`config.mk`:
```
export PLATFORM = sky130hd
export DESIGN_NAME = scsc_ctrl
export DESIGN_NICKNAME = d
export VERILOG_FILES = /design/src/common/scsc_pkg.sv /design/src/scsc_ctrl.sv
export VERILOG_INCLUDE_DIRS = /design/src /design/src/common
export SDC_FILE = /design/constraint.sdc
export NUM_CORES = 1
export LEC_CHECK = 0
export BUFFER_PORTS_ARGS = -buffer_cell sky130_fd_sc_hd__buf_2
export CORE_ASPECT_RATIO = 1.2
export CORE_UTILIZATION = 55
export CTS_BUF_LIST = sky130_fd_sc_hd__clkbuf_8
export DETAILED_ROUTE_END_ITERATION = 12
export GPL_TIMING_DRIVEN = 0
export PLACE_DENSITY = 0.87
export SLEW_MARGIN = 20
export SYNTH_ARGS = -nofsm -noshare
export SYNTH_HDL_FRONTEND = slang
export SYNTH_SLANG_ARGS = --single-unit
export TNS_END_PERCENT = 50
```
`constraint.sdc`:
```
create_clock -name aclk -period 2.9 [get_ports aclk]
set_clock_uncertainty 0.05 [all_clocks]
set_input_delay 0.435 -clock aclk [delete_from_list [all_inputs] [get_ports aclk]]
set_output_delay 0.435 -clock aclk [all_outputs]
set_load 0.005 [all_outputs]
```
`src/common/scsc_regs.svh`:
```
`ifndef SCSC_REGS_SVH
`define SCSC_REGS_SVH

// register byte addresses
`define SCSC_PMC_ADDR 12'h000
`define SCSC_STAT_ADDR 12'h004
`define SCSC_EXF_ADDR 12'h008
`define SCSC_ADDR_W 12

// power_management_control fields
`define SCSC_PMC_DIV_HI 7
`define SCSC_PMC_DIV_LO 6
`define SCSC_PMC_ARE_BIT 5
`define SCSC_PMC_XOFF_BIT 3

// clock_and_service_status fields
`define SCSC_ST_PF_BIT 7
`define SCSC_ST_HIGH_BIT 6
`define SCSC_ST_LOW_BIT 5
`define SCSC_ST_XRDY_BIT 4
`define SCSC_ST_TXA_BIT 1
`define SCSC_ST_RXA_BIT 0

// extended_flags_clock_source fields
`define SCSC_EXF_SRC_BIT 3
`define SCSC_EXF_RING_BIT 2

// divider encodings
`define SCSC_DIV_4 2'h1
`define SCSC_DIV_64 2'h2
`define SCSC_DIV_1024 2'h3
`define SCSC_DIV_RSVD 2'h0

// clocks per instruction cycle, minus one
`define SCSC_LIM_4 10'h003
`define SCSC_LIM_64 10'h03F
`define SCSC_LIM_1024 10'h3FF

// reset values
`define SCSC_DIV_RST 2'h1
`define SCSC_ARE_RST 1'b0
`define SCSC_XOFF_RST 1'b0
`define SCSC_SRC_RST 1'b1
`define SCSC_XRDY_RST 1'b1

// crystal warm-up, in crystal clocks
`define SCSC_WARMUP_CLKS 65536
`define SCSC_WARM_W 17

// interrupt priority levels (0 = none)
`define SCSC_LVL_NONE 2'h0
`define SCSC_LVL_LOW 2'h1
`define SCSC_LVL_HIGH 2'h2
`define SCSC_LVL_PF 2'h3

// axi responses
`define SCSC_RESP_OKAY 2'h0
`define SCSC_RESP_SLVERR 2'h2

`endif

```
`src/common/scsc_pkg.sv`:
```
package scsc_pkg;

	// status from interrupt controller and uart
	typedef struct packed {
		logic svc_pf;
		logic svc_high;
		logic svc_low;
		logic port0_tx_active;
		logic port0_rx_active;
	} scsc_svc_t;

	// switchback event sources
	typedef struct packed {
		logic ext_irq;
		logic [1:0] ext_irq_lvl;
		logic rx_enable;
		logic rx_start_bit;
	} scsc_wake_t;

	// clock controls to the clock generator
	typedef struct packed {
		logic [1:0] div_sel;
		logic xtal_amp_enable;
		logic xtal_clk_en;
		logic ring_clk_en;
	} scsc_clk_t;

	typedef enum logic [1:0] {
		SRC_XTAL,
		SRC_GAP_TO_RING,
		SRC_RING,
		SRC_GAP_TO_XTAL
	} scsc_src_state_t;

endpackage

```
`src/scsc_ctrl.sv`:
```
`timescale 1ns/1ns
`include "scsc_regs.svh"
// What this block does
// - status bits 7,6,5 show power-fail, high, low levels in service
// - status bit 0 is set while port 0 receives a word
// - status bit 1 is set while port 0 shifts out a transmission
// - divider writes are ignored while any port 0 activity flag is set
// - source select bit 3: one picks crystal, zero picks ring oscillator
// - read-only ring flag bit 2 is one while cpu runs from ring
// - amplifier disable bit 3 stops crystal; settable only while source select is zero
// - source change takes effect at the next instruction cycle boundary after the write
// - clearing amplifier disable restarts crystal; ready flag sets 65536 clocks later
// - source select to one is blocked until ready is one and disable zero
// - automatic return restores only the divider; source select is untouched
// - divider bits 7:6: 01 four clocks, 10 slow one, 11 slow two; reset 01
// - divider write of 10 or 11 accepted only while divider is 01
// - auto return enable bit 5 gates hardware return; resets zero; writes unrestricted
// - after reset ready reads one, other flags zero; flags ignore writes
// - after reset the crystal is the selected cpu clock source
// - interrupts at or below the level in service cause no automatic return
// - with auto return, valid external interrupt or start bit sets divider to 01
module scsc_ctrl #(
	parameter int unsigned WARMUP_CLKS = `SCSC_WARMUP_CLKS
) (
	input wire logic aclk,
	input wire logic aresetn,
	input wire logic ce,
	input wire logic [11:0] s_axi_awaddr,
	input wire logic s_axi_awvalid,
	output logic s_axi_awready,
	input wire logic [31:0] s_axi_wdata,
	input wire logic [3:0] s_axi_wstrb,
	input wire logic s_axi_wvalid,
	output logic s_axi_wready,
	output logic [1:0] s_axi_bresp,
	output logic s_axi_bvalid,
	input wire logic s_axi_bready,
	input wire logic [11:0] s_axi_araddr,
	input wire logic s_axi_arvalid,
	output logic s_axi_arready,
	output logic [31:0] s_axi_rdata,
	output logic [1:0] s_axi_rresp,
	output logic s_axi_rvalid,
	input wire logic s_axi_rready,
	input wire scsc_pkg::scsc_svc_t svc,
	input wire scsc_pkg::scsc_wake_t wake,
	output scsc_pkg::scsc_clk_t clk_ctl
);

	// ---------------- axi4-lite slave ----------------
	logic aw_have_q;
	logic [11:0] aw_addr_q;
	logic w_have_q;
	logic [7:0] w_byte_q;
	logic w_lane0_q;
	logic bvalid_q;
	logic [1:0] bresp_q;
	logic rvalid_q;
	logic [1:0] rresp_q;
	logic [31:0] rdata_q;
	logic wr_fire;
	logic wr_hit;
	logic pmc_wr;
	logic exf_wr;
	logic rd_take;

	assign s_axi_awready = ce && !aw_have_q;
	assign s_axi_wready = ce && !w_have_q;
	assign s_axi_arready = ce && !rvalid_q;
	assign s_axi_bvalid = bvalid_q;
	assign s_axi_bresp = bresp_q;
	assign s_axi_rvalid = rvalid_q;
	assign s_axi_rresp = rresp_q;
	assign s_axi_rdata = rdata_q;

	// both halves held until the response is accepted, so one write at a time
	assign wr_fire = ce && aw_have_q && w_have_q && !bvalid_q;
	assign wr_hit = (aw_addr_q == `SCSC_PMC_ADDR) || (aw_addr_q == `SCSC_STAT_ADDR)
		|| (aw_addr_q == `SCSC_EXF_ADDR);
	assign pmc_wr = wr_fire && w_lane0_q && (aw_addr_q == `SCSC_PMC_ADDR);
	assign exf_wr = wr_fire && w_lane0_q && (aw_addr_q == `SCSC_EXF_ADDR);
	assign rd_take = s_axi_arvalid && s_axi_arready;

	always_ff @(posedge aclk) begin
		if (!aresetn) begin
			aw_have_q <= 1'b0;
			aw_addr_q <= 12'h000;
		end else if (ce) begin
			if (s_axi_awvalid && !aw_have_q) begin
				aw_have_q <= 1'b1;
				aw_addr_q <= {s_axi_awaddr[11:2], 2'h0};
			end else if (bvalid_q && s_axi_bready) begin
				aw_have_q <= 1'b0;
			end
		end
	end

	always_ff @(posedge aclk) begin
		if (!aresetn) begin
			w_have_q <= 1'b0;
			w_byte_q <= 8'h00;
			w_lane0_q <= 1'b0;
		end else if (ce) begin
			if (s_axi_wvalid && !w_have_q) begin
				w_have_q <= 1'b1;
				w_byte_q <= s_axi_wdata[7:0];
				w_lane0_q <= s_axi_wstrb[0];
			end else if (bvalid_q && s_axi_bready) begin
				w_have_q <= 1'b0;
			end
		end
	end

	always_ff @(posedge aclk) begin
		if (!aresetn) begin
			bvalid_q <= 1'b0;
			bresp_q <= `SCSC_RESP_OKAY;
		end else if (ce) begin
			if (wr_fire) begin
				bvalid_q <= 1'b1;
				bresp_q <= wr_hit ? `SCSC_RESP_OKAY : `SCSC_RESP_SLVERR;
			end else if (s_axi_bready) begin
				bvalid_q <= 1'b0;
			end
		end
	end

	// ---------------- divider and auto return ----------------
	logic [1:0] div_sel_q;
	logic [1:0] div_eff_q;
	logic are_q;
	logic [1:0] svc_top;
	logic irq_ok;
	logic swb_fire;
	logic port_busy;
	logic div_ok;
	logic [1:0] div_new;

	assign port_busy = svc.port0_tx_active || svc.port0_rx_active;
	assign div_new = w_byte_q[`SCSC_PMC_DIV_HI:`SCSC_PMC_DIV_LO];
	// slow codes only from 01; 01 always; reserved 00 dropped
	assign div_ok = (div_new == `SCSC_DIV_4)
		|| ((div_new != `SCSC_DIV_RSVD) && (div_sel_q == `SCSC_DIV_4));

	always_comb begin
		if (svc.svc_pf) begin
			svc_top = `SCSC_LVL_PF;
		end else if (svc.svc_high) begin
			svc_top = `SCSC_LVL_HIGH;
		end else if (svc.svc_low) begin
			svc_top = `SCSC_LVL_LOW;
		end else begin
			svc_top = `SCSC_LVL_NONE;
		end
	end

	// an interrupt only counts if it could really preempt the level in service
	assign irq_ok = wake.ext_irq && (wake.ext_irq_lvl > svc_top);
	assign swb_fire = are_q && (div_sel_q != `SCSC_DIV_4)
		&& (irq_ok || (wake.rx_enable && wake.rx_start_bit));

	always_ff @(posedge aclk) begin
		if (!aresetn) begin
			div_sel_q <= `SCSC_DIV_RST;
		end else if (ce) begin
			if (swb_fire) begin
				div_sel_q <= `SCSC_DIV_4;
			end else if (pmc_wr && !port_busy && div_ok) begin
				div_sel_q <= div_new;
			end
		end
	end

	always_ff @(posedge aclk) begin
		if (!aresetn) begin
			are_q <= `SCSC_ARE_RST;
		end else if (ce && pmc_wr) begin
			are_q <= w_byte_q[`SCSC_PMC_ARE_BIT];
		end
	end

	// ---------------- instruction cycle timing ----------------
	logic [9:0] cyc_cnt_q;
	logic [9:0] cyc_lim;
	logic instr_tick;

	always_comb begin
		case (div_eff_q)
			`SCSC_DIV_64: cyc_lim = `SCSC_LIM_64;
			`SCSC_DIV_1024: cyc_lim = `SCSC_LIM_1024;
			default: cyc_lim = `SCSC_LIM_4;
		endcase
	end

	assign instr_tick = ce && (cyc_cnt_q >= cyc_lim);

	always_ff @(posedge aclk) begin
		if (!aresetn) begin
			cyc_cnt_q <= 10'h000;
		end else if (ce) begin
			cyc_cnt_q <= instr_tick ? 10'h000 : cyc_cnt_q + 10'h001;
		end
	end

	// new divider applies at the next instruction cycle boundary
	always_ff @(posedge aclk) begin
		if (!aresetn) begin
			div_eff_q <= `SCSC_DIV_RST;
		end else if (instr_tick) begin
			div_eff_q <= div_sel_q;
		end
	end

	// ---------------- crystal amplifier and warm-up ----------------
	logic xoff_q;
	logic xrdy_q;
	logic [`SCSC_WARM_W-1:0] warm_cnt_q;
	logic src_sel_q;

	// aclk is taken as the crystal's own clock while it runs
	always_ff @(posedge aclk) begin
		if (!aresetn) begin
			xoff_q <= `SCSC_XOFF_RST;
		end else if (ce && pmc_wr) begin
			if (w_byte_q[`SCSC_PMC_XOFF_BIT] && !src_sel_q) begin
				xoff_q <= 1'b1;
			end else if (!w_byte_q[`SCSC_PMC_XOFF_BIT]) begin
				xoff_q <= 1'b0;
			end
		end
	end

	always_ff @(posedge aclk) begin
		if (!aresetn) begin
			xrdy_q <= `SCSC_XRDY_RST;
			warm_cnt_q <= '0;
		end else if (ce) begin
			if (xoff_q) begin
				xrdy_q <= 1'b0;
				warm_cnt_q <= '0;
			end else if (!xrdy_q) begin
				if (warm_cnt_q == `SCSC_WARM_W'(WARMUP_CLKS - 1)) begin
					xrdy_q <= 1'b1;
				end
				warm_cnt_q <= warm_cnt_q + `SCSC_WARM_W'(1);
			end
		end
	end

	// ---------------- clock source select and switch ----------------
	scsc_pkg::scsc_src_state_t src_st_q;
	logic xtal_en_q;
	logic ring_en_q;

	always_ff @(posedge aclk) begin
		if (!aresetn) begin
			src_sel_q <= `SCSC_SRC_RST;
		end else if (ce && exf_wr) begin
			if (!w_byte_q[`SCSC_EXF_SRC_BIT]) begin
				src_sel_q <= 1'b0;
			end else if (xrdy_q && !xoff_q) begin
				src_sel_q <= 1'b1;
			end
		end
	end

	// break before make: both gates closed until the next instruction cycle boundary so
	// neither clock is cut mid-pulse, at the cost of a short pause
	always_ff @(posedge aclk) begin
		if (!aresetn) begin
			src_st_q <= scsc_pkg::SRC_XTAL;
			xtal_en_q <= 1'b1;
			ring_en_q <= 1'b0;
		end else if (ce) begin
			case (src_st_q)
				scsc_pkg::SRC_XTAL: begin
					if (!src_sel_q) begin
						src_st_q <= scsc_pkg::SRC_GAP_TO_RING;
						xtal_en_q <= 1'b0;
					end
				end
				scsc_pkg::SRC_GAP_TO_RING: begin
					if (instr_tick) begin
						src_st_q <= scsc_pkg::SRC_RING;
						ring_en_q <= 1'b1;
					end
				end
				scsc_pkg::SRC_RING: begin
					if (src_sel_q) begin
						src_st_q <= scsc_pkg::SRC_GAP_TO_XTAL;
						ring_en_q <= 1'b0;
					end
				end
				scsc_pkg::SRC_GAP_TO_XTAL: begin
					if (instr_tick) begin
						src_st_q <= scsc_pkg::SRC_XTAL;
						xtal_en_q <= 1'b1;
					end
				end
				default: begin
					src_st_q <= scsc_pkg::SRC_XTAL;
					xtal_en_q <= 1'b1;
					ring_en_q <= 1'b0;
				end
			endcase
		end
	end

	assign clk_ctl.div_sel = div_eff_q;
	assign clk_ctl.xtal_amp_enable = !xoff_q;
	assign clk_ctl.xtal_clk_en = xtal_en_q;
	assign clk_ctl.ring_clk_en = ring_en_q;

	// ---------------- register read ----------------
	logic [7:0] pmc_rd;
	logic [7:0] stat_rd;
	logic [7:0] exf_rd;

	assign pmc_rd = {div_sel_q, are_q, 1'b0, xoff_q, 3'h0};
	// status is wired live from its sources; writes never reach it
	assign stat_rd = {svc.svc_pf, svc.svc_high, svc.svc_low, xrdy_q, 2'h0,
		svc.port0_tx_active, svc.port0_rx_active};
	assign exf_rd = {4'h0, src_sel_q, ring_en_q, 2'h0};

	always_ff @(posedge aclk) begin
		if (!aresetn) begin
			rvalid_q <= 1'b0;
			rresp_q <= `SCSC_RESP_OKAY;
			rdata_q <= 32'h0000_0000;
		end else if (ce) begin
			if (rd_take) begin
				rvalid_q <= 1'b1;
				rresp_q <= `SCSC_RESP_OKAY;
				case ({s_axi_araddr[11:2], 2'h0})
					`SCSC_PMC_ADDR: rdata_q <= {24'h00_0000, pmc_rd};
					`SCSC_STAT_ADDR: rdata_q <= {24'h00_0000, stat_rd};
					`SCSC_EXF_ADDR: rdata_q <= {24'h00_0000, exf_rd};
					default: begin
						rdata_q <= 32'h0000_0000;
						rresp_q <= `SCSC_RESP_SLVERR;
					end
				endcase
			end else if (s_axi_rready) begin
				rvalid_q <= 1'b0;
			end
		end
	end

	logic [`SCSC_WARM_W:0] warm_obs_q;
	always_ff @(posedge aclk) begin
		if (!aresetn || xoff_q || xrdy_q) begin
			warm_obs_q <= '0;
		end else if (ce) begin
			warm_obs_q <= warm_obs_q + (`SCSC_WARM_W+1)'(1);
		end
	end
endmodule // scsc_ctrl

```
==> impl_metrics.ini <==
[run_status]
outcome = finished clean

[clocking]
cts_tree = yes
hold_buffers = 0
clkSlewWorstSetupHoldPaths_ns = 0.08
htree_levels = 3
numCtsBuffers = 9
clk_latency_ns = 0.35
cts.sinks = 68
cts_setup_buffers = 0
clock_path_buffers = 2
cts_resized = 0
cts_root_buffer = clkbuf_8

[grt]
grt_use_total_pct = 23.88
grt_max_degree = 13
grt_pass1_wl_mm = 12.18
grt_overflow = 0
grt_pass1_vias = 2837
antenna_found_initial = 0

[setup_path]
max_stage_delay_ns = 0.57
cp_max_fo = 7
critPathSlowestCell = o31ai_1
worstSetupEndpointType = flop
cpMostUsedCell = nand2_1
path_delay_family = compound AO/OA/AOI/OAI gates
worstPathCellList = nand2_1 > ha_1 > a21oi_1 > o21ai_0 > o31ai_1 > nand2_1 > nor2_1
crit_buf_inv = 0
crit_required_ns = 3.13
critPathKind = reg2reg
arrival_ns = 2.66
startpoint_type = flop

[floorplanning]
start_util_pct = 57.49
die_h_um = 89.40
rows = 31
io_pins = 124
core_sq_um = 6090
dieArea_sq_um = 6689
dieWidth_um = 74.83

[run]
drv_cap = 0

[routing]
viasPerCell = 5.205
route.detailed.drc = 0
postRouteAntennaNets = 0
drt_wl_total_mm = 7.620
wl_per_cell_um = 12.83
routed-via-count = 3092
drtIter0Drc = 125
drt-pass1-iter-count = 5

[final_layout]
drive_gt1_share_pct = 23.05
fin_nets = 598
diodes = 0
syn2layout_area_growth_pct = 19.62

[yosys]
synthArstFlopShare_pct = 0
ys_types = 48
yosys_warnings = 0
ys_seq_elements = 68
synth_edf_count = 0
syn_area_sq_um = 3501
synthFlopType = dfxtp_1
synth.yosys.seq_area_share_pct = 38.88
postSynthCellCount = 411
avgSynthCellArea_sq_um = 8.518

[power]
design_power_total_mw = 1.934
ir_worst_vdd_uv = 358.4
powerDensity_nw_per_um2 = 461.9
total_leakage_power_nw = 1.821

[placed_design]
dpl.hpwl_mm = 5.615
port_buffers = 60
gp_congestion = 0.7915

[sta]
final-hold-violation-count = 0
slew_headroom_pct = 61.81
worst_pin_slew_ns = 0.5679
fin_crit_ns = 2.421
fin_tns_setup_ns = 0
setup_viol = 0
drv_slew = 0
finalCritPeriodShare_pct = 83.48
fmaxAchievable_mhz = 413.1
grt_setup_unrepaired = false

[min_path]
min_path_type = in2reg
registers in the layout, indices dropped and copies added, names as in the netlist, 2 cells and up:
signal	cells
warm_cnt_q	17
aw_addr_q	10
cyc_cnt_q	10
s_axi_rdata	8
w_byte_q	4
div_eff_q	2
div_sel_q	2
src_st_q	2
worst reg2reg max path, cell delays in order (launching register included):
cell and delay, ns:
dfxtp_1 0.43, nand2_1 0.16, ha_1 0.34, a21oi_1 0.14, o21ai_0 0.20, o31ai_1 0.57, nand2_1 0.30, nor2_1 0.17
cells by family after synthesis:
group           synth area share [%]
other cells                   0.1071
xor+xnor                       4.503
flops                          38.89
mux                            4.646
buf+inv                        8.792
simple gates                   26.48
fa+ha+maj                      4.646
compound gates                 11.94
Yosys cell counts (2+ instances only):
cell type / count / area share (%)
nand4_1: 12 / 2.1
nand2b_1: 4 / 0.71
or3_1: 4 / 0.71
o21ai_0: 15 / 2.1
nor3_1: 11 / 1.6
ha_1: 13 / 4.6
inv_1: 11 / 1.2
buf_2: 3 / 0.43
a211oi_1: 2 / 0.43
nand2_1: 49 / 5.3
and4_1: 2 / 0.50
o21a_1: 2 / 0.43
or2_2: 2 / 0.36
o211ai_1: 2 / 0.43
and3_1: 3 / 0.54
a21boi_0: 18 / 3.9
mux2_2: 2 / 0.64
buf_4: 28 / 6.0
xnor2_1: 9 / 2.3
o31ai_1: 2 / 0.43
a21oi_1: 10 / 1.4
mux2i_1: 14 / 4.0
nor3b_1: 3 / 0.64
nor4_1: 5 / 0.89
nand3_1: 23 / 3.3
xor2_1: 9 / 2.3
clkbuf_1: 10 / 1.1
and2_1: 2 / 0.36
dfxtp_1: 68 / 39
nor2_1: 32 / 3.4
a21o_1: 2 / 0.43
nor2b_1: 21 / 3.8
nand4b_1: 3 / 0.75
where the power goes:
group	internal, mW	switching (mW)
Clock	0.394	0.388
Sequential	0.952	0.0152
Combinational	0.0908	0.0946
cell type report:
class / count / area (sq um)
buffer: 42 / 266.5
clock buffer: 9 / 123.9
clock inverter: 7 / 66.31
fill: 520 / 1902
inverter: 11 / 41.29
multi-input combinational: 315 / 1926
sequential: 68 / 1361
tap: 82 / 102.6
timing repair buffer: 60 / 300.3
per-layer routing:
metal / GRT usage, % / routed length, um / vias up
li1: - / - / 1559
met1: 26.80 / 3148 / 1433
met2: 43.08 / 4032 / 91
met3: 4.622 / 307 / 9
met4: 10.98 / 132 / 0
met5: 0 / 0 / -
path summary, 6_finish.rpt:
check,start,to,slack (ns),cells after the start
setup / recovery,div_eff_q[1],cyc_cnt_q[3],0.48,7
hold reg to reg,s_axi_rdata[6],s_axi_rdata[6],0.41,2
hold / removal,s_axi_wdata[3],w_byte_q[3],0.29,3
setup reg to reg,div_eff_q[1],cyc_cnt_q[3],0.48,7
cell usage in the layout (no fill, tap or decap), types with 11 or more instances in the layout:
| master | instances |
|---|---|
| mux2i_1 | 14 |
| nand3_1 | 23 |
| buf_4 | 28 |
| buf_2 | 63 |
| inv_1 | 11 |
| ha_1 | 13 |
| nor2_1 | 32 |
| nor2b_1 | 21 |
| o21ai_0 | 15 |
| conb_1 | 26 |
| nand2_1 | 49 |
| nor3_1 | 11 |
| dfxtp_1 | 68 |
| nand4_1 | 12 |
| a21boi_0 | 18 |
stage by stage:
step	setup WS (ns)	utilization [%]	instance area, sq um	cells	hold slack [ns]
CTS	0.4921	68.77	4188	594	0.2842
detailed placement	0.4947	65.65	3998	578	0.4064
global route	0.2366	68.77	4188	594	0.3015
floorplan	0.8519	-	3595	436	0.3928
finish	0.4791	68.77	4188	594	0.2854
global placement	0.6354	65.65	3998	578	0.4032
Power figures use the tool's default switching activity.
